`src/verilog/rtc_ctrl_cfg.svh`:
```
// offsets, field positions, reset values and timing counts of the clock control block
`ifndef RTC_CTRL_CFG_SVH
`define RTC_CTRL_CFG_SVH

// register indices on the index/data port
`define OFF_CTRL_A 7'h0a
`define OFF_CTRL_B 7'h0b
`define OFF_FLAGS_C 7'h0c
`define OFF_POWER_D 7'h0d

// control register b fields
`define B_INHIBIT 7
`define B_PIE 6
`define B_AIE 5
`define B_UIE 4
`define B_BINARY 2
`define B_H24 1
`define B_DST 0

// flag register c fields
`define C_IRQ 7
`define C_PF 6
`define C_AF 5
`define C_UF 4

// register a fields
`define A_UIP 7
`define DIV_NORMAL 3'h2

// reset values
`define RST_CTRL_A 8'h26
`define RST_CTRL_B 8'h02

// time base and update warning window
`define TB_HZ 32768
`define UIP_WINDOW_US 2444
`define UIP_LEAD_TICKS 82
`define CLK_HZ 40000000

`endif

```
`src/verilog/rtc_ctrl_pkg.sv`:
```
// types shared by the clock control block
package rtc_ctrl_pkg;
  typedef enum logic [1:0] {
    ST_IDLE,
    ST_WARN,
    ST_UPDATE
  } upd_state_type;
endpackage

```
`src/verilog/rtc_ctrl_regs.sv`:
```
// control and status registers of the calendar clock core, reached through an index/data port
//
// What this block does
// RULE_01 - b bit7 set halts time counter updates
// RULE_02 - b bit6 enables periodic interrupt at rate
// RULE_03 - alarm sets c bit5, irq if b5
// RULE_04 - update end sets c bit4, irq if b4
// RULE_05 - each periodic interval sets c bit6
// RULE_06 - c bit7 mirrors interrupt output, read only
// RULE_07 - b bit2 picks bcd or binary format
// RULE_08 - b bit1 picks 12 or 24 hour
// RULE_09 - b bit0 enables daylight saving hour shifts
// RULE_10 - d bit7 shows supply kept, zero if lost
// RULE_11 - a bit7 warns update within 2444 us
// RULE_12 - divider runs only with pattern 010
// RULE_13 - rate 0000 none, 0011 122us, doubling upward
// RULE_14 - interrupt when any flag meets its enable
// RULE_15 - reading c clears flags, drops interrupt
`timescale 1ns/1ps
`include "rtc_ctrl_cfg.svh"

module rtc_ctrl_regs
  import rtc_ctrl_pkg::*;
#(
  parameter int TB_DIV = `CLK_HZ / `TB_HZ,
  parameter int UIP_CYCLES = (`CLK_HZ / 1000000) * `UIP_WINDOW_US
) (
  // clock and reset
  input wire logic I_CLK,
  input wire logic I_SRST,
  // index/data port
  input wire logic I_IDX_WR,
  input wire logic I_DATA_WR,
  input wire logic I_DATA_RD,
  input wire logic [7:0] I_WDATA,
  output logic [7:0] O_RDATA,
  // link to the time counters and alarm comparators
  input wire logic I_ALARM_MATCH,
  input wire logic I_POWER_GOOD,
  output logic O_SECOND_TICK,
  output logic O_UPDATE_HALT,
  output logic O_BINARY,
  output logic O_HOUR24,
  output logic O_DST_EN,
  // interrupt request
  output logic O_IRQ
);

  // the warning window must close before the second boundary it announces
  if (TB_DIV < 2 || UIP_CYCLES < 1 || UIP_CYCLES >= `UIP_LEAD_TICKS * TB_DIV) begin : g_bad_params
    $error("rtc_ctrl_regs: bad divider parameters");
  end

  localparam int TB_W = $clog2(TB_DIV);
  localparam int UIP_W = $clog2(UIP_CYCLES + 1);

  logic [6:0] index_ff;
  logic [7:0] ctrl_a_ff;
  logic [7:0] ctrl_b_ff;
  logic pf_ff, af_ff, uf_ff;
  logic power_ok_ff;
  logic [TB_W-1:0] tb_cnt_ff;
  logic tb_tick;
  logic [14:0] div_ff;
  logic [14:0] nxt_div;
  logic sec_edge, per_edge;
  logic [3:0] rate;
  logic [UIP_W-1:0] uip_cnt_ff;
  upd_state_type state_ff;
  logic upd_done;
  logic irq_now;
  logic rd_c;

  ////////////////////////////////////////////////////////////////////////
  // index latch and register writes
  always_ff @(posedge I_CLK) begin
    if (I_SRST) begin
      index_ff <= 7'h00;
    end else if (I_IDX_WR) begin
      index_ff <= I_WDATA[6:0]; // bit 7 of the index byte belongs to the nmi mask, not here
    end
  end

  always_ff @(posedge I_CLK) begin
    if (I_SRST) begin
      ctrl_a_ff <= `RST_CTRL_A;
      ctrl_b_ff <= `RST_CTRL_B;
    end else if (I_DATA_WR) begin
      if (index_ff == `OFF_CTRL_A) begin
        ctrl_a_ff[6:0] <= I_WDATA[6:0]; // update flag stays hardware owned
      end
      if (index_ff == `OFF_CTRL_B) begin
        ctrl_b_ff <= {I_WDATA[7:4], 1'b0, I_WDATA[2:0]}; // reserved bit kept at zero
      end
    end
  end

  ////////////////////////////////////////////////////////////////////////
  // 32.768 khz time base and divider chain
  always_ff @(posedge I_CLK) begin
    if (I_SRST) begin
      tb_cnt_ff <= '0;
    end else if (tb_tick) begin
      tb_cnt_ff <= '0;
    end else begin
      tb_cnt_ff <= tb_cnt_ff + 1'b1;
    end
  end
  assign tb_tick = (tb_cnt_ff == TB_W'(TB_DIV - 1));

  // only the normal pattern runs the chain; other codes hold it in reset
  always_ff @(posedge I_CLK) begin
    if (I_SRST || ctrl_a_ff[6:4] != `DIV_NORMAL) begin // RULE_12
      div_ff <= 15'h0000;
    end else if (tb_tick) begin
      div_ff <= nxt_div;
    end
  end
  assign nxt_div = div_ff + 15'h0001;
  assign sec_edge = tb_tick && (div_ff == 15'h7fff) && (ctrl_a_ff[6:4] == `DIV_NORMAL);

  // codes 1 and 2 alias codes 8 and 9; tap n toggles at 2^(n-1) time base ticks
  assign rate = ctrl_a_ff[3:0];
  always_comb begin
    logic [3:0] tap;
    tap = (rate == 4'h1) ? 4'h8 : (rate == 4'h2) ? 4'h9 : rate;
    per_edge = 1'b0;
    if (rate != 4'h0 && tb_tick && ctrl_a_ff[6:4] == `DIV_NORMAL) begin // RULE_13
      per_edge = (nxt_div & ((15'h0001 << (tap - 4'h1)) - 15'h0001)) == 15'h0000;
    end
  end

  ////////////////////////////////////////////////////////////////////////
  // update cycle sequencer: warning window, then one update
  always_ff @(posedge I_CLK) begin
    if (I_SRST) begin
      state_ff <= ST_IDLE;
      uip_cnt_ff <= '0;
    end else begin
      case (state_ff)
        ST_IDLE: begin
          // warning opens a fixed window before the second boundary
          if (!ctrl_b_ff[`B_INHIBIT] && ctrl_a_ff[6:4] == `DIV_NORMAL &&
              div_ff == 15'h7fff - 15'(`UIP_LEAD_TICKS - 1) && tb_tick) begin // RULE_11
            state_ff <= ST_WARN;
            uip_cnt_ff <= UIP_W'(UIP_CYCLES);
          end
        end
        ST_WARN: begin
          if (uip_cnt_ff == '0) begin
            state_ff <= ST_UPDATE;
          end else begin
            uip_cnt_ff <= uip_cnt_ff - 1'b1;
          end
        end
        ST_UPDATE: state_ff <= ST_IDLE;
        default: state_ff <= ST_IDLE;
      endcase
    end
  end
  assign upd_done = (state_ff == ST_UPDATE) && !ctrl_b_ff[`B_INHIBIT];

  ////////////////////////////////////////////////////////////////////////
  // status flags; an event in the clearing read cycle wins
  assign rd_c = I_DATA_RD && index_ff == `OFF_FLAGS_C;
  always_ff @(posedge I_CLK) begin
    if (I_SRST) begin
      pf_ff <= 1'b0;
      af_ff <= 1'b0;
      uf_ff <= 1'b0;
    end else begin
      pf_ff <= per_edge | (pf_ff & ~rd_c); // RULE_05 RULE_15
      af_ff <= I_ALARM_MATCH | (af_ff & ~rd_c); // RULE_03
      uf_ff <= upd_done | (uf_ff & ~rd_c); // RULE_04
    end
  end

  // power status latches low on supply loss until register d is read back
  always_ff @(posedge I_CLK) begin
    if (I_SRST) begin
      power_ok_ff <= 1'b0;
    end else if (!I_POWER_GOOD) begin
      power_ok_ff <= 1'b0;
    end else if (I_DATA_RD && index_ff == `OFF_POWER_D) begin
      power_ok_ff <= 1'b1; // RULE_10
    end
  end

  assign irq_now = (pf_ff & ctrl_b_ff[`B_PIE]) | (af_ff & ctrl_b_ff[`B_AIE]) | // RULE_02 RULE_14
                   (uf_ff & ctrl_b_ff[`B_UIE]);

  ////////////////////////////////////////////////////////////////////////
  // registered outputs
  always_ff @(posedge I_CLK) begin
    if (I_SRST) begin
      O_IRQ <= 1'b0;
      O_SECOND_TICK <= 1'b0;
      O_UPDATE_HALT <= 1'b0;
      O_BINARY <= 1'b0;
      O_HOUR24 <= 1'b0;
      O_DST_EN <= 1'b0;
    end else begin
      O_IRQ <= irq_now & ~rd_c; // RULE_15
      O_SECOND_TICK <= sec_edge & ~ctrl_b_ff[`B_INHIBIT]; // RULE_01
      O_UPDATE_HALT <= ctrl_b_ff[`B_INHIBIT]; // RULE_01
      O_BINARY <= ctrl_b_ff[`B_BINARY]; // RULE_07
      O_HOUR24 <= ctrl_b_ff[`B_H24]; // RULE_08
      O_DST_EN <= ctrl_b_ff[`B_DST]; // RULE_09
    end
  end

  // read data is registered: visible the cycle after the read strobe
  always_ff @(posedge I_CLK) begin
    if (I_SRST) begin
      O_RDATA <= 8'h00;
    end else if (I_DATA_RD) begin
      case (index_ff)
        `OFF_CTRL_A: O_RDATA <= {state_ff != ST_IDLE, ctrl_a_ff[6:0]}; // RULE_11
        `OFF_CTRL_B: O_RDATA <= ctrl_b_ff;
        `OFF_FLAGS_C: O_RDATA <= {O_IRQ, pf_ff, af_ff, uf_ff, 4'h0}; // RULE_06
        `OFF_POWER_D: O_RDATA <= {power_ok_ff, 7'h00}; // RULE_10
        default: O_RDATA <= 8'h00;
      endcase
    end
  end

endmodule // rtc_ctrl_regs

```
`config.mk`:
```
export PLATFORM = sky130hd
export DESIGN_NAME = rtc_ctrl_regs
export DESIGN_NICKNAME = d
export VERILOG_FILES = /design/src/verilog/rtc_ctrl_pkg.sv /design/src/verilog/rtc_ctrl_regs.sv
export VERILOG_INCLUDE_DIRS = /design/src /design/src/verilog
export SDC_FILE = /design/constraint.sdc
export NUM_CORES = 1
export LEC_CHECK = 0
export ABC_AREA = 1
export BUFFER_PORTS_ARGS = -buffer_cell sky130_fd_sc_hd__buf_2
export CORE_ASPECT_RATIO = 0.7
export CORE_MARGIN = 2
export CORE_UTILIZATION = 62
export DETAILED_ROUTE_END_ITERATION = 6
export HOLD_SLACK_MARGIN = 0.15
export PLACE_DENSITY = 0.81
export SLEW_MARGIN = 0
export SYNTH_ARGS = -nofsm -noshare
export SYNTH_HDL_FRONTEND = slang
export SYNTH_SLANG_ARGS = --single-unit
```
`constraint.sdc`:
```
create_clock -name I_CLK -period 4.9 [get_ports I_CLK]
set_clock_uncertainty 0.15 [all_clocks]
set_input_delay 0.49 -clock I_CLK [delete_from_list [all_inputs] [get_ports I_CLK]]
set_output_delay 0.49 -clock I_CLK [all_outputs]
set_load 0.01 [all_outputs]
```
==> results by group, run 1 <==
Run status
  – Result of the run: finished clean

Drt
  – Average vias per placed instance: between 5 and 6
  – Aggregate routed wire length: 10070 µm
  – Drt initial violations: around 340
  – Number of iterations in the first detailed-routing pass: 5
  – Average wire length per cell after detail routing: 13.56 µm
  – Number of antenna-violating nets in the routed design: 0
  – Remaining design rule violation count: 0
  – Via count of the routed design: between 4000 and 5000

Critical path
  – Launching element type of the critical path: flip-flop
  – CP endpoint kind: flip-flop
  – Max stage delay cell, worst path: dfxtp_1
  – Beginning of the worst register-to-register path: div_ff[0]
  – Capturing point of the worst reg2reg path: pf_ff
  – Largest fanout on the critical path: 7
  – Data arrival at the endpoint of the critical path: ~2.4 ns
  – Worst stage delay on the critical path: around 0.44 ns
  – Data required time at the worst endpoint: approximately 5 ns
  – Library cell appearing most often on the critical path: nand2_1
  – Worst setup path class: reg -> reg
  – Reg-to-reg slack, setup: about 2.6 ns
  – Crit-path cells: ha_1 > inv_1 > nor2_2 > nand2_1 > nor2_2 > nand2_1 > xor2_1 > nand3_1 > nand2_1 > clkinv_1 > nand2_1 > a21oi_2
  – Cell count of the worst reg-to-reg path: 12

Worst hold path
  – Hold path startpoint: I_ALARM_MATCH
  – Type of the worst min-delay path: in -> reg
  – Endpoint, Worst Hold: af_ff
  – Count of cells along the worst hold path: 3

Timing
  – Setup TNS: 0 ns
  – Final clock period utilization by the worst path: a little under half
  – Slew headroom: a little under three fifths
  – Time the final worst path needs with I/O delays and setup: about 2.3 ns
  – Number of pins exceeding their max-slew limit in the final report: 0
  – RSZ-0062 raised after global routing: false
  – Final number of hold-violating endpoints: 0
  – Actual slew at the worst max-slew pin: around 0.67 ns
  – Max Clk Rate: 437.7 MHz
  – Number of setup violations in the final report: 0

CTS
  – Maximum clock insertion buffer count: 2
  – Hold-fix buffer count after cts: 0
  – Setup fix buffers added after clock tree synthesis: 0
  – Master cell of the clock root buffer: clkbuf_8
  – Clock-pin slew on the worst setup and hold paths: around 0.080 ns
  – TritonCTS Buffers: 9
  – H-tree Lvls: 3
  – Clock latency of the later-clocked register in the worst-skew pair: between 0.3 and 0.4 ns
  – Post-cts gate resize count: 0
  – Clock tree from TritonCTS: built
  – Number of sinks handled by clock tree synthesis: 84

Global route
  – GR Util All Layers: between 20% and 30%
  – Vias in the first global route: between 3000 and 4000
  – Remaining global-route overflow: 0
  – Wire length of the first global-routing pass: ~17000 µm
  – Antenna violations before repair: 0
  – Largest net degree at the start of global routing: 36

Synthesis
  – Cell types with the largest area share after synthesis: dfxtp_1, nand2_1, nor2_1
  – Yosys reg bits: 84
  – Yosys warning total: 0
  – Post-Syn Instances: 617
  – Commonest cells in the netlist: nand2_1, dfxtp_1, nor2_1, inv_1, a21oi_1
  – Top cell type by total area after synthesis: dfxtp_1
  – Dominant synthesized flop cell: dfxtp_1
  – Portion of the post-synthesis area used by sequential elements: about 40%
  – Count of distinct cell types in the synthesized netlist: 48
  – Async set or reset register ratio after synthesis: 0%
  – Post-synth EDFFs: 0
  – Cell area after technology mapping: 4312 µm²
  – Proportion of netlist area held by the largest area contributor: roughly two fifths
  – Cell with the most instances after synthesis: nand2_1
  – Average instance area after synthesis: 6.988 µm²

Floorplanning
  – Placeable core area: roughly 6800 µm²
  – Overall die height: 73.77 µm
  – IO Pins: 29
  – Number of core rows: 25
  – Die area: 7648 µm²
  – Starting utilization of the core area: 63.81%
  – X dimension of the die: just over 100 µm

Layout
  – P&R area growth vs syn: 8.503%
  – Number of nets at the end of the flow: roughly 660
  – Fraction of final layout cells with drive strength greater than 1: 10.96%
  – Final Instance Count excl. Fillers: 742
  – ANT cells: 0
  – Core occupancy in the finished layout: about 69%

Job
  – Max cap viols: 0

Pwr
  – Power per Cell Area: between 200 and 300 nW/µm²
  – Static leakage power: roughly 1.9 nW
  – Largest vdd supply drop: a little over 0.0002 V

Placement
  – I/O Buffers: 28
  – Global placer's final weighted congestion: around 0.96
  – Post-DP HPWL: 7587 µm
  – Inst Count DP: between 700 and 800
## metrics by stage
step	instance area (µm²)	hold WS [ns]	setup WS, ns	total power (W)
floorplan	4315	0.2676	3.049	0.0007456
global placement	4507	0.2790	2.709	0.0007613
detailed placement	4507	0.2999	2.635	0.0007634
CTS	4678	0.1878	2.670	0.001198
global route	4678	0.2105	2.479	0.001237
finish	4678	0.1935	2.615	0.001193
## sequential cells by signal, summed over array words and instances (netlist names)
signal	cells
O_IRQ	1
tb_cnt_ff	11
pf_ff	1
div_ff	15
O_BINARY	1
index_ff	7
O_RDATA	8
uf_ff	1
ctrl_a_ff	7
af_ff	1
O_DST_EN	1
uip_cnt_ff	17
O_HOUR24	1
O_SECOND_TICK	1
ctrl_b_ff	7
power_ok_ff	1
O_UPDATE_HALT	1
state_ff	2
## worst max-delay path, delay by kind of cell, from the launching register on
family / cells / cell delay, ns
xor gates and xnor gates: 1 / 0.30
buffers and inverters: 2 / 0.12
DFF: 1 / 0.44
adders and majority gates: 1 / 0.23
and+or+nand+nor: 7 / 0.87
AOI/OAI and AO/OA: 1 / 0.05
## cells by family after synthesis
| family | after synthesis | synth area share (%) |
|---|---|---|
| other | 1 | 0.08697 |
| XOR/XNOR | 19 | 3.860 |
| buffers and inverters | 93 | 8.445 |
| flip-flops | 84 | 39.00 |
| AO/OA/AOI/OAI | 125 | 15.84 |
| AND/OR/NAND/NOR | 290 | 31.31 |
| adder cells (fa/ha/maj) | 5 | 1.451 |
## cells in the final DEF, fill, tap and decap left out, drive strengths merged, types with 2 or more instances in the layout
| master | count |
|---|---|
| nand2 | 110 |
| nor2 | 85 |
| dfxtp | 84 |
| inv | 73 |
| a21oi | 56 |
| o21ai | 46 |
| nand3 | 37 |
| buf | 28 |
| nor3 | 24 |
| nand4 | 18 |
| xor2 | 14 |
| clkbuf | 13 |
| clkinv | 6 |
| a31oi | 5 |
| xnor2 | 5 |
| ha | 5 |
| nor4 | 5 |
| or2 | 5 |
| a211oi | 4 |
| o22ai | 4 |
| clkinvlp | 3 |
| and3 | 3 |
| nor3b | 2 |
| o21bai | 2 |
| o221ai | 2 |
| conb | 2 |
## where the power goes
group | internal (W) | total (W) | leakage [nW] | switching [W]
clock | 0.000199 | 0.000445 | 0.0759 | 0.000246
sequential | 0.000691 | 0.000696 | 0.680 | 0.00000585
combinational | 0.0000160 | 0.0000520 | 1.17 | 0.0000360
total | 0.000905 | 0.00119 | 1.93 | 0.000288
## worst max-delay path by stage
stage / startpoint / to / slack [ns]
2_1_floorplan: div_ff[0] / pf_ff / 3.05
3_3_place_gp: I_SRST / uip_cnt_ff[15] / 2.71
3_5_place_dp: I_SRST / uip_cnt_ff[15] / 2.64
4_1_cts: div_ff[0] / pf_ff / 2.67
5_1_grt: div_ff[0] / pf_ff / 2.48
6_report: div_ff[0] / pf_ff / 2.62
## metal layers
metal | share of wire (%) | up-vias | wire length, µm | track usage [%]
met5 | 0 | - | 0 | 0
met4 | 1.1 | 0 | 106 | 7.057
met3 | 7.6 | 15 | 764 | 6.034
met2 | 43 | 154 | 4366 | 42.68
met1 | 48 | 1853 | 4828 | 38.66
li1 | - | 2101 | - | -
## final cells by class
class                           instances  area (µm²)
Clock buffer                           13       148.9
Inverter                               79       297.8
Clock inverter                          3       22.52
Tap cell                               94       117.6
Fill cell                             608        2078
Multi-Input combinational cell        441        2270
Sequential cell                        84        1682
Timing Repair Buffer                   28       140.1
(Power assumes the default switching activity.)
==> run 2: changes to the inputs <==
Settings changed: CORE_UTILIZATION 62 to 60, PLACE_DENSITY 0.81 to 0.79.
Clock period 4.9 ns to 2.33 ns, I/O delays scaled along.
==> run 2 against run 1 <==
Compared with the run above: sequential power grew 110%; global-route usage grew 1.9 points; power grew 140%.
==> results by group, run 2 (same netlist as run 1, synthesis figures left out) <==
Run status
  – Result of the run: finished clean

CTS
  – H-tree Lvls: 3
  – Maximum clock insertion buffer count: 2
  – Clock latency of the later-clocked register in the worst-skew pair: around 0.36 ns
  – Clock-pin slew on the worst setup and hold paths: approximately 0.09 ns
  – Clock tree from TritonCTS: built
  – Number of sinks handled by clock tree synthesis: 84
  – Master cell of the clock root buffer: clkbuf_8
  – TritonCTS Buffers: 9

Timing
  – Final clock period utilization by the worst path: about nine tenths
  – Time the final worst path needs with I/O delays and setup: approximately 2.1 ns
  – Setup TNS: 0 ns
  – Worst setup slack after layout: ~0.23 ns
  – Slew headroom: approximately three fifths
  – Number of setup violations in the final report: 0
  – Max Clk Rate: around 480 MHz
  – Final number of hold-violating endpoints: 0
  – Number of pins exceeding their max-slew limit in the final report: 0
  – Smallest hold slack: ~0.30 ns
  – Actual slew at the worst max-slew pin: between 0.6 and 0.7 ns
  – RSZ-0062 raised after global routing: false

Floorplanning
  – Overall die height: between 70 and 80 µm
  – X dimension of the die: approximately 110 µm
  – Number of core rows: 25
  – IO Pins: 29
  – Starting utilization of the core area: between 60% and 70%
  – Placeable core area: about 6900 µm²
  – Die area: approximately 7900 µm²

Global route
  – Remaining global-route overflow: 0
  – Antenna violations before repair: 0
  – Wire length of the first global-routing pass: 18310 µm
  – Vias in the first global route: around 4000
  – Largest net degree at the start of global routing: 28
  – GR Util All Layers: between 20% and 30%

Job
  – Max cap viols: 0

Layout
  – P&R area growth vs syn: 14.92%
  – Flip-flop count of the largest register, all copies and words added: 17
  – Register with the most flip-flops: uip_cnt_ff
  – Top Registers: uip_cnt_ff (17), div_ff (15), tb_cnt_ff (11)
  – Number of nets at the end of the flow: just under 700
  – Fraction of final layout cells with drive strength greater than 1: about an eighth
  – ANT cells: 0
  – Commonest non-fill, non-tap cell in the layout: nand2_1
  – Most frequent cells in the layout: nand2_1, dfxtp_1, nor2_1

Critical path
  – Library cell appearing most often on the critical path: nand2_1
  – Cell type group with the largest total delay on the critical path: simple AND/OR/NAND/NOR gates
  – Stages on the worst setup path: 13
  – Data required time at the worst endpoint: between 2 and 2.5 ns
  – Largest fanout on the critical path: 9
  – Launching element type of the critical path: flip-flop
  – Crit-path cells: inv_2 > nand3_1 > nand2_1 > nand2_1 > nor2_1 > nor3_1 > nand3_1 > nand2_1 > nand3_1 > nand2_1 > clkinv_1 > nand2_1 > a21oi_2
  – Data arrival at the endpoint of the critical path: between 2 and 2.5 ns
  – Cell count of the worst reg-to-reg path: 13
  – Worst setup path class: reg -> reg
  – Max stage delay cell, worst path: dfxtp_1
  – Buf/Inv on CP: 2
  – CP endpoint kind: flip-flop
  – Worst stage delay on the critical path: between 0.5 and 0.6 ns

Drt
  – Average vias per placed instance: about 5.7
  – Average wire length per cell after detail routing: 14.28 µm
  – Remaining design rule violation count: 0
  – Number of iterations in the first detailed-routing pass: 5
  – Aggregate routed wire length: about 11000 µm
  – Number of antenna-violating nets in the routed design: 0
  – Drt initial violations: between 400 and 500
  – Via count of the routed design: around 4400

Pwr
  – Power per Cell Area: 577.3 nW/µm²
  – Static leakage power: a little over 2 nW
  – Largest vdd supply drop: ~0.00035 V

Placement
  – Global placer's final weighted congestion: between 0.9 and 1
  – Post-DP HPWL: 7889 µm
  – I/O Buffers: 28
  – Worst setup timing slack at the placement stage: about 0.28 ns

Worst hold path
  – Count of cells along the worst hold path: 1
  – Type of the worst min-delay path: reg -> reg
run 2: power breakdown:
group / internal (W) / switching, W / leakage (nW) / total, W
combinational: 0.0000533 / 0.0000857 / 1.27 / 0.000139
clock: 0.000715 / 0.000543 / 0.117 / 0.00126
sequential: 0.00145 / 0.0000122 / 0.680 / 0.00146
total: 0.00222 / 0.000641 / 2.07 / 0.00286
run 2: timing repair:
action / CTS / global route
endpoints found under the setup margin: 0 / 1
hold buffers: 14 / 0
resized for setup: 0 / 1
endpoints found under the hold margin: 36 / 0
setup buffers: 0 / 1
run 2: area by class of cell:
type	count	area (µm²)
clock buffers	10	127.6
clock inverters	6	111.4
fillers	550	1896
inverters	79	297.8
multi-input cells	441	2278
flip-flops and latches	84	1682
well taps	94	117.6
repair buffers	50	340.3
run 2: worst register-to-register path: stages, from the launching register on:
cell,delay (ns)
dfxtp_1,0.54
inv_2,0.16
nand3_1,0.14
nand2_1,0.06
nand2_1,0.12
nor2_1,0.08
nor3_1,0.23
nand3_1,0.11
nand2_1,0.10
nand3_1,0.07
nand2_1,0.07
clkinv_1,0.05
nand2_1,0.07
a21oi_2,0.05
run 2: per-stage QoR:
step	instances	util (%)	power [W]	instance area [µm²]
after floorplan	618	-	0.001568	4315
after global routing	764	72.33	0.002954	4955
after detailed placement	733	66.56	0.001613	4559
after global placement	733	66.56	0.001609	4559
final	764	72.33	0.002860	4955
after CTS	763	72.09	0.002872	4938
run 2: final timing paths:
path	startpoint	to	slack (ns)
max	ctrl_a_ff[2]	pf_ff	0.23
min reg2reg	tb_cnt_ff[0]	tb_cnt_ff[0]	0.30
max reg2reg	ctrl_a_ff[2]	pf_ff	0.23
min	tb_cnt_ff[0]	tb_cnt_ff[0]	0.30
run 2: routing by layer:
| metal | vias up | track usage (%) | wire length (µm) | part of all wire [%] |
|---|---|---|---|---|
| met5 | - | 0 | 0 | 0 |
| met4 | 0 | 7.704 | 161 | 1.5 |
| met3 | 21 | 7.619 | 889 | 8.1 |
| met2 | 193 | 49.03 | 4898 | 45 |
| met1 | 2001 | 38.24 | 4961 | 45 |
| li1 | 2138 | - | - | - |
==> run 3: changes to the inputs <==
Settings changed: BUFFER_PORTS_ARGS -buffer_cell sky130_fd_sc_hd__buf_2 to -buffer_cell sky130_fd_sc_hd__buf_4.
==> run 3 against run 2 <==
Compared with the run above: clock power barely moved; setup slack got worse by 0.052 ns; highest routed layer unchanged; power increased by 0.96%; largest cell class unchanged.
==> results by group, run 3 (same netlist as run 1, synthesis figures left out) <==
Floorplanning
  – Starting utilization of the core area: a little over three fifths
  – Placeable core area: ~7000 µm²
  – Number of core rows: 25
  – IO Pins: 29
  – Overall die height: ~75 µm
  – Die area: 7891 µm²
  – X dimension of the die: 105.3 µm

Drt
  – Aggregate routed wire length: between 10000 and 15000 µm
  – Average wire length per cell after detail routing: roughly 15 µm
  – Number of antenna-violating nets in the routed design: 0
  – Remaining design rule violation count: 0
  – Number of iterations in the first detailed-routing pass: 6
  – Via count of the routed design: about 4300
  – Drt initial violations: 317
  – Average vias per placed instance: between 5 and 6

Layout
  – ANT cells: 0
  – Final-layout fill cell count: between 500 and 600
  – Register with the most flip-flops: uip_cnt_ff
  – Number of nets at the end of the flow: 686
  – Area of combinational cells with multiple inputs: around 2300 µm²
  – P&R area growth vs syn: 16.60%
  – Most frequent cells in the layout: nand2_1, dfxtp_1, nor2_1
  – Top Registers: uip_cnt_ff (17), div_ff (15), tb_cnt_ff (11)
  – Commonest non-fill, non-tap cell in the layout: nand2_1
  – Fraction of final layout cells with drive strength greater than 1: a little under an eighth
  – Flip-flop count of the largest register, all copies and words added: 17
  – Register area: between 1500 and 2000 µm²

Critical path
  – Reg-to-reg slack, setup: 0.17 ns
  – Largest fanout on the critical path: 16
  – Launching element type of the critical path: flip-flop
  – CP endpoint kind: flip-flop
  – Worst setup path class: reg -> reg
  – Data arrival at the endpoint of the critical path: about 2.3 ns
  – Data required time at the worst endpoint: around 2.5 ns

Pwr
  – Reg power frac: about half
  – Switching Share: between 20% and 30%
  – Largest vdd supply drop: roughly 0.00043 V
  – Static leakage power: ~2.1 nW
  – Share of power burned in combinational logic: 5.2%
  – Switching pwr: 0.0006523 W
  – Clock power frac: between 40 and 50%
  – Power per Cell Area: 574.4 nW/µm²
  – Int Pwr: about 0.0022 W

CTS
  – H-tree Lvls: 3
  – Master cell of the clock root buffer: clkbuf_8
  – Clock tree from TritonCTS: built
  – Maximum clock insertion buffer count: 2
  – Clock-pin slew on the worst setup and hold paths: ~0.09 ns
  – Clock latency of the later-clocked register in the worst-skew pair: 0.36 ns
  – Post-cts gate resize count: 0
  – Hold-fix buffer count after cts: 15
  – Setup fix buffers added after clock tree synthesis: 0
  – TritonCTS Buffers: 9
  – Number of sinks handled by clock tree synthesis: between 80 and 90

Global route
  – GR Util All Layers: 29.06%
  – Remaining global-route overflow: 0
  – Vias in the first global route: between 3000 and 4000
  – Wire length of the first global-routing pass: about 18000 µm
  – Largest net degree at the start of global routing: 23
  – Antenna violations before repair: 0

Placement
  – Worst setup timing slack at the placement stage: 0.2387 ns
  – I/O Buffers: 28
  – Post-DP HPWL: 8136 µm
  – Global placer's final weighted congestion: between 0.9 and 1

Timing
  – Final number of hold-violating endpoints: 0
  – Number of setup violations in the final report: 0
  – Number of pins exceeding their max-slew limit in the final report: 0
  – Slew headroom: approximately three fifths
  – Actual slew at the worst max-slew pin: 0.6118 ns
  – Setup TNS: 0 ns
  – RSZ-0062 raised after global routing: false
  – Time the final worst path needs with I/O delays and setup: ~2.2 ns
  – Worst setup slack after layout: roughly 0.17 ns
  – Final clock period utilization by the worst path: 92.49%
  – Max Clk Rate: 464.0 MHz

Job
  – Max cap viols: 0

Run status
  – Result of the run: finished clean

Worst hold path
  – Type of the worst min-delay path: reg -> reg
## run 3: worst paths after layout
path	startpoint	to	cells past startpoint
worst max-delay path	uip_cnt_ff[0]	uip_cnt_ff[13]	10
worst min-delay path	tb_cnt_ff[0]	tb_cnt_ff[0]	1
worst min register to register	tb_cnt_ff[0]	tb_cnt_ff[0]	1
worst max register to register	uip_cnt_ff[0]	uip_cnt_ff[13]	10
## run 3: worst max-delay path, cell delays in order, from the launching register on
cell,delay (ns)
dfxtp_1,0.31
inv_1,0.10
ha_1,0.22
nand2_1,0.15
nor2_1,0.21
nand3_1,0.11
nand2_2,0.15
nand2_4,0.16
inv_1,0.23
nand2_1,0.09
a21oi_1,0.19
## run 3: cell type report
cell class	count	area share, %
timing repair buffer	51	8.362
clock inverter	5	2.165
clock buffer	11	2.613
multi-input combinational	441	45.15
tap	94	2.339
inverter	79	5.923
sequential	84	33.45
## run 3: through the flow
step	power [W]	cell area, µm²	hold slack [ns]	util [%]	cells
final	0.002888	5027	0.3175	73.39	765
after global routing	0.002966	5027	0.3396	73.39	765
after CTS	0.002891	5027	0.3189	73.39	765
after detailed placement	0.001623	4637	0.3063	67.69	734
after global placement	0.001618	4637	0.2795	67.69	734
after floorplan	0.001568	4315	0.2004	-	618
## run 3: power by group through the flow
stage | clock [W] | combinational, W | sequential [W]
global placement | 0 | 0.000121 | 0.00150
floorplan | 0 | 0.0000727 | 0.00150
CTS | 0.00128 | 0.000146 | 0.00146
finish | 0.00127 | 0.000151 | 0.00146
detailed placement | 0 | 0.000125 | 0.00150
global route | 0.00134 | 0.000164 | 0.00147
## run 3: per-layer routing
layer,vias to the layer above,wire length (µm),track usage [%]
met5,-,0,0
met4,0,216,10.96
met3,24,1029,7.446
met2,191,4874,45.59
met1,1946,5096,39.26
li1,2145,-,-
